==> config.mk <==
export PLATFORM = sky130hd
export DESIGN_NAME = serial_adapter
export DESIGN_NICKNAME = d
export VERILOG_FILES = /design/src/baud_pkg.sv /design/src/rate_divider.sv /design/src/echo_fifo.sv /design/src/serial_adapter.sv
export SDC_FILE = /design/constraint.sdc
export NUM_CORES = 1
export LEC_CHECK = 0
export ABC_AREA = 1
export BUFFER_PORTS_ARGS = -buffer_cell sky130_fd_sc_hd__buf_2
export CORE_MARGIN = 1
export CORE_UTILIZATION = 48
export CTS_CLUSTER_DIAMETER = 40
export DETAILED_ROUTE_END_ITERATION = 8
export MAX_ROUTING_LAYER = met4
export PLACE_DENSITY = 0.78
export SETUP_SLACK_MARGIN = 0.4
export SLEW_MARGIN = 20
export SYNTH_ARGS = -nofsm -noshare
export SYNTH_HDL_FRONTEND = slang
export SYNTH_HIERARCHICAL = 1
export SYNTH_SLANG_ARGS = --single-unit
==> constraint.sdc <==
create_clock -name clk_sys -period 3.95 [get_ports clk_sys]
set_input_delay 0.79 -clock clk_sys [delete_from_list [all_inputs] [get_ports clk_sys]]
set_output_delay 0.79 -clock clk_sys [all_outputs]
set_load 0.02 [all_outputs]
==> src/baud_pkg.sv <==
package baud_pkg;

  // ****************************************************************
  // Register map, byte addresses on the APB word grid.
  // ****************************************************************
  localparam logic [7:0] CONTROL_OFFSET = 8'h00;  // Rate and clock select.
  localparam logic [7:0] COMMAND_OFFSET = 8'h04;  // Echo and interrupt bits.
  localparam logic [7:0] DATA_OFFSET = 8'h08;     // Receive data; writes are ignored.
  localparam logic [7:0] STATUS_OFFSET = 8'h0c;   // Block state.

  // ****************************************************************
  // Field positions and reset values.
  // ****************************************************************
  localparam int RATE_LSB = 0;          // Divisor code, bits 3..0.
  localparam int CLKSRC_BIT = 4;        // Transmitter uses receiver tick; receive clock pin only at code zero.
  localparam int ECHO_BIT = 4;          // Echo mode in command register.
  localparam int TXIRQ_LSB = 2;         // Transmit interrupt field 3..2.
  localparam int RXIRQ_BIT = 1;         // Receive interrupt enable (0 off).
  localparam logic [7:0] CONTROL_RESET = 8'h00;
  localparam logic [7:0] COMMAND_RESET = 8'h00;
  localparam logic [1:0] TXIRQ_OFF = 2'h2;  // Code 10 disables tx irq.

  // ****************************************************************
  // Timing: external clock mode runs sixteen clocks per bit.
  // ****************************************************************
  localparam logic [15:0] EXT_DIVISOR = 16'h0010;
  localparam int OVERSAMPLE = 16;

  // Signals of one APB request travel together.
  typedef struct packed {
    logic sel;
    logic enable;
    logic write;
    logic [7:0] addr;
    logic [31:0] wdata;
  } apb_req_type;

  // Divisor table indexed by the four-bit rate code.
  function automatic logic [15:0] divisor_of(input logic [3:0] code);
    logic [15:0] d;
    d = EXT_DIVISOR;
    case (code)
      4'h1: d = 16'd36864;
      4'h2: d = 16'd24576;
      4'h3: d = 16'd16768;
      4'h4: d = 16'd13696;
      4'h5: d = 16'd12288;
      4'h6: d = 16'd6144;
      4'h7: d = 16'd3072;
      4'h8: d = 16'd1536;
      4'h9: d = 16'd1024;
      4'ha: d = 16'd768;
      4'hb: d = 16'd512;
      4'hc: d = 16'd384;
      4'hd: d = 16'd256;
      4'he: d = 16'd192;
      4'hf: d = 16'd96;
      default: d = EXT_DIVISOR;
    endcase
    return d;
  endfunction

endpackage

==> src/rate_divider.sv <==
`timescale 1ns/100ps
`default_nettype none

// ******************************************************************
// Pulse divider: one enable pulse every "divisor" input ticks.
// ******************************************************************
module rate_divider #(
  parameter int WIDTH = 16  // Counter width.
) (
  input wire logic clk_sys,              // System clock.
  input wire logic reset_n,              // Asynchronous reset, low.
  input wire logic tick,                 // Input tick to be divided.
  input wire logic [WIDTH-1:0] divisor,  // Ticks per output pulse.
  output logic pulse                     // One-cycle output pulse.
);

  initial begin
    if (WIDTH < 8) $error("rate_divider WIDTH too small");
  end

  // All state sits in one struct.
  typedef struct packed {
    logic [WIDTH-1:0] count;
    logic pulse;
  } state_type;

  state_type state_reg;
  state_type state_next;

  // Count ticks; a shrinking divisor is caught by the >= test.
  always_comb begin
    state_next = state_reg;
    state_next.pulse = 1'b0;
    if (tick) begin
      if (state_reg.count >= divisor - 1'b1) begin
        state_next.count = '0;
        state_next.pulse = 1'b1;
      end else begin
        state_next.count = state_reg.count + 1'b1;
      end
    end
  end

  // Register the state.
  always_ff @(posedge clk_sys or negedge reset_n) begin
    if (!reset_n) begin
      state_reg <= '0;
    end else begin
      state_reg <= state_next;
    end
  end

  assign pulse = state_reg.pulse;

endmodule

`default_nettype wire

==> src/echo_fifo.sv <==
`timescale 1ns/100ps
`default_nettype none

// ******************************************************************
// Small flip-flop FIFO with valid/ready on both sides.
// ******************************************************************
module echo_fifo #(
  parameter int WIDTH = 8,  // Word width.
  parameter int DEPTH = 4   // Number of words.
) (
  input wire logic clk_sys,            // System clock.
  input wire logic reset_n,            // Asynchronous reset, low.
  input wire logic inValid,            // Writer offers a word.
  output logic inReady,                // Room for a word.
  input wire logic [WIDTH-1:0] inData, // Word written.
  output logic outValid,               // A word is waiting.
  input wire logic outReady,           // Reader takes the word.
  output logic [WIDTH-1:0] outData     // Oldest word.
);

  localparam int AW = $clog2(DEPTH);

  initial begin
    if (DEPTH < 2 || (1 << AW) != DEPTH) $error("DEPTH must be pow2");
  end

  typedef struct packed {
    logic [DEPTH-1:0][WIDTH-1:0] mem;
    logic [AW:0] wrPtr;
    logic [AW:0] rdPtr;
  } state_type;

  state_type state_reg;
  state_type state_next;

  logic full;
  logic empty;

  // Full when pointers differ only in the wrap bit.
  assign full = (state_reg.wrPtr[AW] != state_reg.rdPtr[AW]) &&
                (state_reg.wrPtr[AW-1:0] == state_reg.rdPtr[AW-1:0]);
  assign empty = (state_reg.wrPtr == state_reg.rdPtr);
  assign inReady = !full;
  assign outValid = !empty;
  assign outData = state_reg.mem[state_reg.rdPtr[AW-1:0]];

  // Push and pop; both may occur in one cycle.
  always_comb begin
    state_next = state_reg;
    if (inValid && !full) begin
      state_next.mem[state_reg.wrPtr[AW-1:0]] = inData;
      state_next.wrPtr = state_reg.wrPtr + 1'b1;
    end
    if (outReady && !empty) begin
      state_next.rdPtr = state_reg.rdPtr + 1'b1;
    end
  end

  always_ff @(posedge clk_sys or negedge reset_n) begin
    if (!reset_n) begin
      state_reg <= '0;
    end else begin
      state_reg <= state_next;
    end
  end

endmodule

`default_nettype wire

==> src/serial_adapter.sv <==
// Decided for this implementation: the APB slave port and the register offsets.
`timescale 1ns/100ps
`default_nettype none

// Function
// - Codes 1-7 pick divisors 36864 down to 3072
// - Codes 8-15 pick divisors 1536 down to 96
// - Bit rate is oscillator over selected divisor
// - Code zero: bit rate external clock /16
// - External receive clock: sample at one sixteenth
// - Echo retransmits each received character immediately
// - Command bits 3:2 = 10 disable tx interrupts
// - Command bit 1 zero disables rx interrupts
// - Echo mode forces request-to-send low
// - Divisor comes from control bits 3..0

module serial_adapter #(
  parameter int FIFO_DEPTH = 4  // Echo buffer depth.
) (
  input wire logic clk_sys,             // System clock, 50 MHz.
  input wire logic reset_n,             // Asynchronous reset, low.
  input wire logic psel,                // APB select.
  input wire logic penable,             // APB enable.
  input wire logic pwrite,              // APB direction.
  input wire logic [7:0] paddr,         // APB byte address.
  input wire logic [31:0] pwdata,       // APB write data.
  output logic [31:0] prdata,           // APB read data.
  output logic pready,                  // APB ready.
  output logic pslverr,                 // APB error.
  input wire logic crystal_clock_in,    // Oscillator/external clock pin.
  input wire logic receive_clock,       // External receive clock pin.
  input wire logic rxd,                 // Serial data in.
  output logic txd,                     // Serial data out.
  output logic rts_n,                   // Request to send, low active.
  output logic txIrqEnable,             // Transmit interrupts allowed.
  output logic rxIrqEnable              // Receive interrupts allowed.
);

  // ****************************************************************
  // Types and state.
  // ****************************************************************
  typedef enum logic [1:0] {IDLE, DATA, STOP} phase_type;

  typedef struct packed {
    logic [7:0] control;         // Rate code and clock source.
    logic [7:0] command;         // Echo and interrupt fields.
    logic [2:0] xtalSync;        // Oscillator pin synchroniser.
    logic [2:0] rclkSync;        // Receive clock pin synchroniser.
    logic [2:0] rxdSync;         // Data pin synchroniser.
    logic rxLevel;               // Filtered data level.
    phase_type rxPhase;          // Receiver phase.
    logic [3:0] rxSub;           // Sixteenth-bit counter.
    logic [2:0] rxBit;           // Receive bit index.
    logic [7:0] rxShift;         // Receive shift register.
    logic [7:0] rxData;          // Last received character.
    logic rxFull;                // Receive data waiting.
    logic rxPush;                // Echo push request.
    phase_type txPhase;          // Transmitter phase.
    logic [3:0] txSub;           // Sixteenth-bit counter.
    logic [2:0] txBit;           // Transmit bit index.
    logic [7:0] txShift;         // Transmit shift register.
    logic txd;                   // Line level.
    logic echoDrop;              // Echo character lost.
    logic [31:0] rdata;          // Registered read data.
  } state_type;

  state_type state_reg;
  state_type state_next;

  initial begin
    if (FIFO_DEPTH < 2) $error("FIFO_DEPTH too small");
  end

  // ****************************************************************
  // Pin edges: a rise counts when stage two is high and stage three still low.
  // ****************************************************************
  logic xtalRise;
  logic rclkRise;
  assign xtalRise = state_reg.xtalSync[1] && !state_reg.xtalSync[2];
  assign rclkRise = state_reg.rclkSync[1] && !state_reg.rclkSync[2];

  // ****************************************************************
  // Rate generation.
  // ****************************************************************
  logic [3:0] rateCode;
  logic [15:0] divisor;
  logic [15:0] bitDivisor;
  logic bitTick;
  logic txTick;
  logic rxTick;

  assign rateCode = state_reg.control[baud_pkg::RATE_LSB +: 4];
  assign divisor = baud_pkg::divisor_of(rateCode);

  // The divider yields sixteen ticks per bit, so it divides by the
  // table value over sixteen; code zero divides by one.
  assign bitDivisor = (rateCode == 4'h0) ? 16'h0001 :
                      (divisor >> 4);

  rate_divider #(
    .WIDTH(16)
  ) u_div (
    .clk_sys(clk_sys),
    .reset_n(reset_n),
    .tick(xtalRise),
    .divisor(bitDivisor),
    .pulse(bitTick)
  );

  // Receiver runs on the external receive clock when code zero and
  // the clock source bit say so; transmitter may share it.
  assign rxTick = (rateCode == 4'h0 &&
                   state_reg.control[baud_pkg::CLKSRC_BIT]) ?
                  rclkRise : bitTick;
  assign txTick = state_reg.control[baud_pkg::CLKSRC_BIT] ? rxTick :
                  bitTick;

  // ****************************************************************
  // Echo buffer between receiver and transmitter.
  // ****************************************************************
  logic echoMode;
  logic fifoInReady;
  logic fifoOutValid;
  logic [7:0] fifoOutData;
  logic txLoad;

  assign echoMode = state_reg.command[baud_pkg::ECHO_BIT];
  assign txLoad = (state_reg.txPhase == IDLE) && fifoOutValid;

  echo_fifo #(
    .WIDTH(8),
    .DEPTH(FIFO_DEPTH)
  ) u_fifo (
    .clk_sys(clk_sys),
    .reset_n(reset_n),
    .inValid(state_reg.rxPush),
    .inReady(fifoInReady),
    .inData(state_reg.rxData),
    .outValid(fifoOutValid),
    .outReady(txLoad),
    .outData(fifoOutData)
  );

  // ****************************************************************
  // APB decode.
  // ****************************************************************
  logic access;
  logic mapped;
  assign access = psel && penable;
  assign mapped = (paddr == baud_pkg::CONTROL_OFFSET) ||
                  (paddr == baud_pkg::COMMAND_OFFSET) ||
                  (paddr == baud_pkg::DATA_OFFSET) ||
                  (paddr == baud_pkg::STATUS_OFFSET);

  // ****************************************************************
  // Next-state logic for registers, receiver and transmitter.
  // ****************************************************************
  always_comb begin
    state_next = state_reg;
    state_next.rxPush = 1'b0;
    state_next.xtalSync = {state_reg.xtalSync[1:0], crystal_clock_in};
    state_next.rclkSync = {state_reg.rclkSync[1:0], receive_clock};
    state_next.rxdSync = {state_reg.rxdSync[1:0], rxd};
    // Data level only moves when the later stages agree.
    if (state_reg.rxdSync[1] == state_reg.rxdSync[2]) begin
      state_next.rxLevel = state_reg.rxdSync[2];
    end

    // Register writes; reads return the registered word.
    if (psel && !penable) begin
      case (paddr)
        baud_pkg::CONTROL_OFFSET:
          state_next.rdata = {24'h0, state_reg.control};
        baud_pkg::COMMAND_OFFSET:
          state_next.rdata = {24'h0, state_reg.command};
        baud_pkg::DATA_OFFSET:
          state_next.rdata = {24'h0, state_reg.rxData};
        baud_pkg::STATUS_OFFSET:
          state_next.rdata = {29'h0, state_reg.echoDrop, fifoOutValid,
                              state_reg.rxFull};
        default: state_next.rdata = 32'h0;
      endcase
    end
    if (access && pwrite && mapped) begin
      if (paddr == baud_pkg::CONTROL_OFFSET) begin
        state_next.control = pwdata[7:0];
      end else if (paddr == baud_pkg::COMMAND_OFFSET) begin
        state_next.command = pwdata[7:0];
      end else if (paddr == baud_pkg::STATUS_OFFSET) begin
        state_next.echoDrop = 1'b0;
      end
    end
    if (access && !pwrite && paddr == baud_pkg::DATA_OFFSET) begin
      state_next.rxFull = 1'b0;
    end

    // Receiver: sixteen ticks per bit, sampled mid-bit.
    if (rxTick) begin
      case (state_reg.rxPhase)
        IDLE: begin
          if (!state_reg.rxLevel) begin
            state_next.rxSub = state_reg.rxSub + 4'h1;
            if (state_reg.rxSub == 4'h7) begin
              state_next.rxSub = 4'h0;
              state_next.rxBit = 3'h0;
              state_next.rxPhase = DATA;
            end
          end else begin
            state_next.rxSub = 4'h0;  // False start is dropped.
          end
        end
        DATA: begin
          state_next.rxSub = state_reg.rxSub + 4'h1;
          if (state_reg.rxSub == 4'hf) begin
            state_next.rxShift = {state_reg.rxLevel,
                                  state_reg.rxShift[7:1]};
            state_next.rxBit = state_reg.rxBit + 3'h1;
            if (state_reg.rxBit == 3'h7) begin
              state_next.rxPhase = STOP;
            end
          end
        end
        STOP: begin
          state_next.rxSub = state_reg.rxSub + 4'h1;
          if (state_reg.rxSub == 4'hf) begin
            state_next.rxSub = 4'h0;
            state_next.rxPhase = IDLE;
            if (state_reg.rxLevel) begin
              state_next.rxData = state_reg.rxShift;
              state_next.rxFull = 1'b1;  // Set wins over read clear.
              // In echo mode every good character goes straight to the echo path.
              if (echoMode) begin
                state_next.rxPush = 1'b1;
              end
            end
          end
        end
        default: state_next.rxPhase = IDLE;
      endcase
    end
    // A full buffer loses the character and flags it.
    if (state_reg.rxPush && !fifoInReady) begin
      state_next.echoDrop = 1'b1;
    end

    // Transmitter: start, eight data bits, one stop bit.
    if (txLoad) begin
      state_next.txShift = fifoOutData;
      state_next.txPhase = DATA;
      state_next.txBit = 3'h0;
      state_next.txSub = 4'h0;
      state_next.txd = 1'b0;
    end else if (txTick && state_reg.txPhase != IDLE) begin
      state_next.txSub = state_reg.txSub + 4'h1;
      if (state_reg.txSub == 4'hf) begin
        case (state_reg.txPhase)
          DATA: begin
            state_next.txd = state_reg.txShift[0];
            state_next.txShift = {1'b1, state_reg.txShift[7:1]};
            state_next.txBit = state_reg.txBit + 3'h1;
            if (state_reg.txBit == 3'h7) begin
              state_next.txPhase = STOP;
            end
          end
          STOP: begin
            // Last data bit ends, then a full stop bit at mark.
            state_next.txd = 1'b1;
            state_next.txBit = 3'h1;
            if (state_reg.txBit != 3'h0) begin
              state_next.txPhase = IDLE;
            end
          end
          default: state_next.txPhase = IDLE;
        endcase
      end
    end
  end

  // ****************************************************************
  // State register.
  // ****************************************************************
  always_ff @(posedge clk_sys or negedge reset_n) begin
    if (!reset_n) begin
      state_reg <= '0;
      state_reg.control <= baud_pkg::CONTROL_RESET;
      state_reg.command <= baud_pkg::COMMAND_RESET;
      state_reg.xtalSync <= 3'h0;
      state_reg.rxdSync <= 3'h7;
      state_reg.rxLevel <= 1'b1;
      state_reg.txd <= 1'b1;
    end else begin
      state_reg <= state_next;
    end
  end

  // ****************************************************************
  // Outputs.
  // ****************************************************************
  assign txd = state_reg.txd;
  // Echo mode drives request-to-send active.
  assign rts_n = !echoMode;
  // Code 10 on bits 3:2 shuts transmit interrupts off.
  assign txIrqEnable = (state_reg.command[baud_pkg::TXIRQ_LSB +: 2] !=
                        baud_pkg::TXIRQ_OFF);
  // A zero in bit 1 shuts receive interrupts off.
  assign rxIrqEnable = state_reg.command[baud_pkg::RXIRQ_BIT];
  assign prdata = state_reg.rdata;
  assign pready = 1'b1;
  assign pslverr = access && !mapped;

endmodule

`default_nettype wire

==> results of run 1 <==
-- layer usage --
| metal | vias up | wire (um) | GRT usage [%] |
|---|---|---|---|
| met4 | 0 | 356 | 8.14 |
| li1 | 3203 | - | - |
| met2 | 182 | 8660 | 33.9 |
| met5 | - | 0 | - |
| met3 | 29 | 713 | 3.40 |
| met1 | 3159 | 7870 | 27.7 |
-- power groups by stage --
stage	Sequential, uW	Clock, uW	Combinational [uW]
2_1_floorplan	1540	0	354
3_3_place_gp	1560	0	420
3_5_place_dp	1560	0	438
4_1_cts	1540	1690	443
5_1_grt	1550	1740	540
6_report	1540	1660	466
-- Yosys cell counts (3+ instances only) --
cell,instances
a21oi_1,28
buf_1,6
buf_2,6
buf_4,36
buf_6,10
clkbuf_1,4
dfrtp_1,130
dfstp_2,5
ha_1,39
inv_1,85
inv_2,5
mux2i_1,6
nand2_1,278
nand2_2,8
nand2_4,7
nand3_1,53
nand3_4,4
nand4_1,42
nor2_1,67
nor2_2,7
nor2_4,5
nor3_1,7
nor3_2,3
o21ai_0,53
o21ai_1,11
o21ai_2,17
o22ai_1,10
o31ai_1,3
xnor2_1,8
xor2_1,11
-- placed cells by master, fill, tap and decap left out, types with 9 or more instances in the layout --
cell,Yosys,layout
ha_1,39,38
nand4_1,42,42
o21ai_2,17,17
o21ai_1,11,13
nor2_1,67,66
o21ai_0,53,51
conb_1,2,34
nand2_1,278,277
nand2_4,7,9
xor2_1,11,11
inv_1,85,83
clkbuf_16,0,17
buf_2,6,35
dfrtp_1,130,128
nand3_1,53,52
a21oi_1,28,25
o22ai_1,10,9
-- cell families after synthesis --
kind of cell    Yosys count  share of synthesized area, %
compound gates          128                          9.35
flops                   135                          42.2
fa+ha+maj                40                          6.20
other cells               2                        0.0936
mux                       6                         0.748
buf+inv                 154                          10.1
simple gates            493                          29.1
xor+xnor                 20                          2.28
-- worst max-delay path: cells and delay by family (launching register included) --
kind | cells | cell delay (ps)
AND/OR/NAND/NOR | 4 | 800
AO/OA/AOI/OAI | 6 | 1270
adder cells (fa/ha/maj) | 2 | 500
buffers and inverters | 2 | 150
flip-flops | 1 | 420
XOR/XNOR | 1 | 170
-- final timing paths --
check,startpoint,end,slack [ps],cells past startpoint
hold / removal,state_next[86],state_next[87],350,0
setup reg to reg,rateCode[0],u_div/state_reg[12],550,15
min in group asynchronous,reset_n,state_reg[44],450,1
hold reg to reg,state_next[86],state_next[87],350,0
setup / recovery,rateCode[0],u_div/state_reg[12],550,15
max in group asynchronous,reset_n,state_next[81],2570,2
-- through the flow --
stage	setup WS [ps]	std cells	cell area (um^2)	total power, uW
floorplan	967	1010	8150	1890
global placement	503	1204	8180	1980
detailed placement	378	1204	8180	2000
CTS	414	1236	8810	3670
global route	261	1239	8900	3830
finish	548	1239	8900	3670
-- layout make-up --
| type | count | area [um^2] | area share (%) |
|---|---|---|---|
| clock inverters | 13 | 168 | 1.88 |
| clock buffers | 19 | 453 | 5.09 |
| flip-flops and latches | 135 | 3390 | 38.1 |
| repair buffers | 43 | 239 | 2.69 |
| multi-input cells | 722 | 4030 | 45.3 |
| well taps | 216 | 270 | 3.04 |
| inverters | 91 | 347 | 3.90 |
-- what timing repair did --
action / in CTS / in global routing
gates cloned: 0 / 1
setup endpoints to repair: 16 / 17
resized for setup: 3 / 19
buffers inserted: 0 / 2
pin swaps: 0 / 4
==> impl_metrics.env, run 1 <==
export IMPL_seqPwrFrac_pct=41.9
export IMPL_yosysWarnings=6
export IMPL_cp_end_kind="flip-flop"
export IMPL_hold_class="flip-flop to flip-flop"
export IMPL_h_tree_depth=4
export IMPL_clkPwrFrac_pct=45.4
export IMPL_finalCriticalPeriod_ps=3400
export IMPL_ys_ff_latch=135
export IMPL_antenna_found_initial=0
export IMPL_grt_max_degree=98
export IMPL_hold_ws_ps=348
export IMPL_skew_ps=8.64
export IMPL_cp_slowest_cell="dfrtp_2"
export IMPL_cp_start_kind="flip-flop"
export IMPL_portBuffers=36
export IMPL_max_freq_ghz=0.294
export IMPL_gp_congestion=0.808
export IMPL_core_um2=16100
export IMPL_rsz0062_at_grt="no"
export IMPL_nFillCells=1494
export IMPL_leakage_uw=0.00463
export IMPL_period_share_pct=86.1
export IMPL_vias=6573
export IMPL_antennaDiodeCount=0
export IMPL_die_w_um=131
export IMPL_drt_initial_drc_count=518
export IMPL_cts_tree="yes"
export IMPL_grt_pass1_vias=6179
export IMPL_synthTopCellsByArea="dfrtp_1 41%, nand2_1 13%, ha_1 6.1%"
export IMPL_ios=86
export IMPL_fin_util_pct=55.2
export IMPL_cts_buffers=17
export IMPL_setup_viol=0
export IMPL_yosysTopAreaCell="dfrtp_1"
export IMPL_max_cap_viol_count=0
export IMPL_drive_gt1_share_pct=16.0
export IMPL_synth_edf_count=0
export IMPL_fp_dieH_um=131
export IMPL_p_sw_share_pct=27.8
export IMPL_path_cells="inv_2 > ha_1 > o21ai_0 > a21oi_2 > nor2_1 > nand3_2 > nor3b_4 > xor2_1 > inv_1 > ha_1 > a21oi_1 > o21ai_0 > a21oi_2 > nand2_4 > a21oi_1"
export IMPL_critical_path_class="flip-flop to flip-flop"
export IMPL_dp_hpwl_mm=11.6
export IMPL_clockBufferDepth=2
export IMPL_rows=46
export IMPL_power_switching_uw=1020
export IMPL_grt_pass1_wl_mm=29.3
export IMPL_postCtsHoldBufs=0
export IMPL_netlist_area_leader_share_pct=40.5
export IMPL_crit_fanout=8
export IMPL_syn_to_final_growth_pct=10.8
export IMPL_intPower_uw=2650
export IMPL_clk_pin_slew_ps=60
export IMPL_totalWireLength_mm=17.6
export IMPL_cts_root_buf="clkbuf_16"
export IMPL_grt_overflow=0
export IMPL_start_util_pct=49.8
export IMPL_crit_arrival_ps=3740
export IMPL_cp_slowest_stage_delay_ps=420
export IMPL_cellPowerDensity_nw_per_um2=412
export IMPL_ant_nets=0
export IMPL_synth_cell_types=49
export IMPL_p_comb_share_pct=12.7
export IMPL_die_area_um2=17200
export IMPL_drc=0
export IMPL_cp_data_required_time_ps=4290
export IMPL_wire_per_inst_um=14.2
export IMPL_clock_sink_count=135
export IMPL_synth_area_um2=8030
export IMPL_track_usage_pct=21.4
export IMPL_worst_pin_slew_ps=944
export IMPL_clk_latency_ps=420
export IMPL_synth_seq_area_share_pct=42.2
export IMPL_dr_pass1_iters=5
export IMPL_largest_reg_flops=59
export IMPL_relSlewSlack_pct=37.1
export IMPL_netlist_instances=978
export IMPL_via_per_inst=5.31
export IMPL_finalMaxSlewViolations=0
export IMPL_ys_flop_type="dfrtp_1"
export IMPL_timing_hold_violations_final=0
export IMPL_avgSynthCellArea_um2=8.21
export IMPL_ir_worst_vdd_v=0.000350
export IMPL_final_nets=1097
export IMPL_fin_setup_tns_ps=0
export IMPL_ys_async_sr_fraction_pct=100
export IMPL_status="completed"
Note: power is estimated with default switching activity, not from simulation.
==> run 2: changes to the inputs <==
Settings changed: REMOVE_ABC_BUFFERS set to 1.
==> impl_metrics.env, run 2 (synthesized netlist as in run 1, its figures left out) <==
export IMPL_final_area_um2=8810
export IMPL_power_switching_uw=1000
export IMPL_h_tree_depth=4
export IMPL_drc=0
export IMPL_grt_max_degree=73
export IMPL_drive_gt1_share_pct=15.2
export IMPL_final_common_cell="nand2_1"
export IMPL_p_comb_share_pct=12.8
export IMPL_max_freq_ghz=0.307
export IMPL_wire_per_inst_um=13.2
export IMPL_setup_viol=0
export IMPL_drt_met1_wl_mm=7.58
export IMPL_antennaDiodeCount=0
export IMPL_worst_pin_slew_ps=828
export IMPL_rsz0062_at_grt="no"
export IMPL_leakage_uw=0.00459
export IMPL_p_sw_share_pct=28.4
export IMPL_grt_pass1_vias=5878
export IMPL_ir_worst_vdd_v=0.000289
export IMPL_cellPowerDensity_nw_per_um2=400
export IMPL_portBuffers=36
export IMPL_hold_class="flip-flop to flip-flop"
export IMPL_dr_pass1_iters=7
export IMPL_drt_initial_drc_count=463
export IMPL_relSlewSlack_pct=44.8
export IMPL_status="completed"
export IMPL_totalWireLength_mm=16.3
export IMPL_seqPwrFrac_pct=43.6
export IMPL_placed_area_um2=8190
export IMPL_crit_fanout=16
export IMPL_start_util_pct=49.8
export IMPL_hold_ws_ps=353
export IMPL_cp_data_required_time_ps=4290
export IMPL_top_layer="met4"
export IMPL_core_um2=16100
export IMPL_dp_hpwl_mm=11.4
export IMPL_layout_common_cells="278 x nand2_1, 129 x dfrtp_1, 84 x inv_1"
export IMPL_die_w_um=131
export IMPL_crit_arrival_ps=3600
export IMPL_clkPwrFrac_pct=43.6
export IMPL_cts_tree="yes"
export IMPL_period_share_pct=82.5
export IMPL_fin_setup_tns_ps=0
export IMPL_track_usage_pct=20.3
export IMPL_postCtsHoldBufs=0
export IMPL_grt_pass1_wl_mm=27.8
export IMPL_cts_buffers=17
export IMPL_syn_to_final_growth_pct=9.74
export IMPL_cp_end_kind="flip-flop"
export IMPL_die_area_um2=17200
export IMPL_wl_met2_mm=7.60
export IMPL_finalCriticalPeriod_ps=3260
export IMPL_antenna_found_initial=0
export IMPL_gp_congestion=0.877
export IMPL_fin_util_pct=54.7
export IMPL_rows=46
export IMPL_clock_sink_count=135
export IMPL_vias=6395
export IMPL_critical_path_class="flip-flop to flip-flop"
export IMPL_largest_reg_flops=59
export IMPL_cts_root_buf="clkbuf_16"
export IMPL_ant_nets=0
export IMPL_fp_dieH_um=131
export IMPL_intPower_uw=2520
export IMPL_via_per_inst=5.17
export IMPL_max_cap_viol_count=0
export IMPL_final_nets=1094
export IMPL_grt_overflow=0
export IMPL_timing_hold_violations_final=0
export IMPL_clk_pin_slew_ps=60
export IMPL_clockBufferDepth=2
export IMPL_clk_latency_ps=430
export IMPL_cp_start_kind="flip-flop"
export IMPL_ios=86
export IMPL_route_met3_wl_um=830
export IMPL_finalMaxSlewViolations=0
export IMPL_skew_ps=9.08
-- run 2: changes by cell type in the layout (fill, tap and decap cells not counted), moves of 2 or more --
cell        before  now
bufinv_16        3    1
clkinvlp_4       2    5
buf_4            7    4
o21ai_1         13   11
o21ai_0         51   53
-- run 2: repair_timing --
item	4_1_cts	5_1_grt
gates resized for setup	1	10
setup endpoints to repair	2	17
setup buffers	0	0
-- run 2: metrics by stage --
stage               total power (uW)  std cells  setup slack, ps
CTS                             3550       1236              428
detailed placement              1990       1204              403
global route                    3700       1236              361
floorplan                       1860        947              963
global placement                1980       1204              518
finish                          3520       1236              691
-- run 2: worst max-delay path: stages (launching register included) --
cell     delay, ps
dfrtp_2        430
inv_1          120
ha_1           200
o21ai_0        290
a21oi_2        170
nor2_1         160
nand3_2        150
nor3b_2        240
xor2_1         170
inv_1           60
ha_1           300
a21oi_1        140
o21ai_0        150
a21oi_2        230
nand2_4        170
o21ai_0        190
-- run 2: worst paths after layout --
path                                 from                 end  slack [ps]  depth (start not counted)
setup / recovery              rateCode[0]  u_div/state_reg[1]         690                         15
hold / removal             state_next[86]      state_next[87]         350                          0
setup reg to reg              rateCode[0]  u_div/state_reg[1]         690                         15
hold reg to reg            state_next[86]      state_next[87]         350                          0
max in group asynchronous         reset_n                 txd        2800                          2
min in group asynchronous         reset_n  u_div/state_reg[8]         380                          1
-- run 2: metal layers --
metal / vias up / global-route usage [%]
met5: - / -
met4: 0 / 7.43
met3: 31 / 4.51
met2: 161 / 31.0
met1: 3004 / 26.4
li1: 3199 / -
-- run 2: cell type report --
type	instances	area, um^2
inverters	91	344
clock buffers	20	457
well taps	216	270
flip-flops and latches	135	3390
fillers	1483	7310
clock inverters	12	119
multi-input cells	721	4000
repair buffers	41	236
-- run 2: power groups by stage --
stage	clock network (uW)	logic, uW	registers [uW]
floorplan	0	322	1540
global placement	0	421	1560
detailed placement	0	436	1560
CTS	1570	442	1530
global route	1630	521	1550
finish	1540	449	1540
==> run 3: changes to the inputs <==
Settings changed: PLACE_DENSITY 0.78 to 0.81.
Clock period 3.95 ns to 2.7 ns, I/O delays scaled along.
==> impl_metrics.env, run 3 (synthesized netlist as in run 1, its figures left out) <==
export IMPL_status="finished, violations left"
export IMPL_violations="negative setup slack"
export IMPL_clock_sink_count=135
export IMPL_die_w_um=131
export IMPL_finalMaxSlewViolations=0
export IMPL_grt_pass1_wl_mm=30.9
export IMPL_setup_viol=17
export IMPL_final_common_cell="nand2_1"
export IMPL_drt_met1_wl_mm=8.28
export IMPL_crit_fanout=8
export IMPL_h_tree_depth=4
export IMPL_dr_pass1_iters=7
export IMPL_layout_common_cells="271 x nand2_1, 128 x dfrtp_1, 78 x inv_1"
export IMPL_cts_tree="yes"
export IMPL_relSlewSlack_pct=56.0
export IMPL_route_met3_wl_um=855
export IMPL_ant_nets=0
export IMPL_cts_buffers=17
export IMPL_period_share_pct=113
export IMPL_critical_path_class="flip-flop to flip-flop"
export IMPL_cp_end_kind="flip-flop"
export IMPL_syn_to_final_growth_pct=17.6
export IMPL_dp_hpwl_mm=12.2
export IMPL_drc=0
export IMPL_cellPowerDensity_nw_per_um2=575
export IMPL_via_per_inst=5.36
export IMPL_core_um2=16100
export IMPL_gp_congestion=0.847
export IMPL_drive_gt1_share_pct=23.1
export IMPL_ios=86
export IMPL_portBuffers=36
export IMPL_skew_ps=10.2
export IMPL_fp_dieH_um=131
export IMPL_postCtsHoldBufs=0
export IMPL_grt_overflow=0
export IMPL_crit_arrival_ps=3400
export IMPL_grt_max_degree=62
export IMPL_drt_initial_drc_count=519
export IMPL_worst_pin_slew_ps=658
export IMPL_die_area_um2=17200
export IMPL_timing_hold_violations_final=0
export IMPL_rsz0062_at_grt="yes"
export IMPL_hold_class="input port to asynchronous set/reset pin"
export IMPL_max_freq_ghz=0.329
export IMPL_cts_root_buf="clkbuf_16"
export IMPL_top_layer="met4"
export IMPL_finalCriticalPeriod_ps=3040
export IMPL_antenna_found_initial=0
export IMPL_fin_util_pct=58.6
export IMPL_hold_ws_ps=109
export IMPL_largest_reg_flops=59
export IMPL_leakage_uw=0.00489
export IMPL_grt_pass1_vias=6521
export IMPL_clockBufferDepth=2
export IMPL_wire_per_inst_um=14.7
export IMPL_max_cap_viol_count=0
export IMPL_vias=6871
export IMPL_clk_pin_slew_ps=60
export IMPL_cp_data_required_time_ps=3050
export IMPL_setup_slack_ps=-343
export IMPL_totalWireLength_mm=18.9
export IMPL_track_usage_pct=22.8
export IMPL_antennaDiodeCount=0
export IMPL_rows=46
export IMPL_cp_start_kind="flip-flop"
export IMPL_ir_worst_vdd_v=0.000405
export IMPL_start_util_pct=49.8
export IMPL_clk_latency_ps=420
export IMPL_wl_met2_mm=9.27
export IMPL_final_nets=1141
run 3: changes by cell type in the layout (fill, tap and decap cells not counted), moves of 6 or more:
cell	previous run	this run
buf_4	4	48
a21oi_1	26	12
a21oi_2	4	18
nor2_1	66	58
nand2_1	278	271
inv_1	84	78
o21ai_0	53	47
run 3: metal layers:
metal	vias to the layer above	GRT usage (%)
li1	3302	-
met1	3298	28.5
met2	221	36.9
met3	50	4.13
met4	0	8.79
met5	-	-
run 3: final timing paths:
path | cells after the start | end | slack, ps | startpoint
max reg2reg | 21 | u_div/state_reg[6] | -340 | rateCode[0]
min | 1 | u_div/state_reg[7] | 110 | reset_n
max in group asynchronous | 2 | prdata[3] | 1970 | reset_n
max | 21 | u_div/state_reg[6] | -340 | rateCode[0]
min reg2reg | 0 | state_next[87] | 350 | state_next[86]
min in group clk_sys | 1 | state_next[80] | 220 | rxd
run 3: timing repair:
action | in CTS | in global routing
pin swaps | 11 | 15
cloned | 1 | 0
resized for setup | 36 | 46
setup buffers | 5 | 3
setup endpoints to repair | 17 | 17
run 3: where the power goes:
group	total (uW)	switching, uW	leakage (uW)	internal [uW]
combinational	872	559	0.00281	314
sequential	2250	125	0.00180	2130
clock	2300	928	0.000280	1370
run 3: worst max-delay path, cell delays in order (launching register included):
cell	delay, ps
dfrtp_1	400
inv_2	80
ha_4	180
nand2_1	90
nand2_2	70
o22ai_2	160
inv_2	90
nor2_4	130
nand3_4	130
buf_6	160
nor3_4	130
xnor2_1	150
ha_1	290
nand2_1	90
inv_1	70
nand2_1	70
nand2_1	60
nor2_1	100
nand2_1	120
nand2_4	150
nand2_8	100
a21oi_2	150
run 3: cell type report:
class | instances | area (um^2)
clock buffers | 19 | 433
clock inverters | 13 | 145
fillers | 1355 | 6680
inverters | 91 | 347
multi-input cells | 722 | 4260
flip-flops and latches | 135 | 3390
well taps | 216 | 270
repair buffers | 87 | 598
run 3: through the flow:
stage | instance area, um^2 | cells | TNS [ps] | total power, uW | setup WS, ps
floorplan | 7680 | 947 | -4330 | 2720 | -287
global route | 9440 | 1283 | -7910 | 5650 | -486
detailed placement | 8490 | 1242 | -7090 | 2930 | -485
CTS | 9220 | 1280 | -3240 | 5310 | -213
global placement | 8490 | 1242 | -5200 | 2890 | -355
finish | 9440 | 1283 | -5500 | 5420 | -343
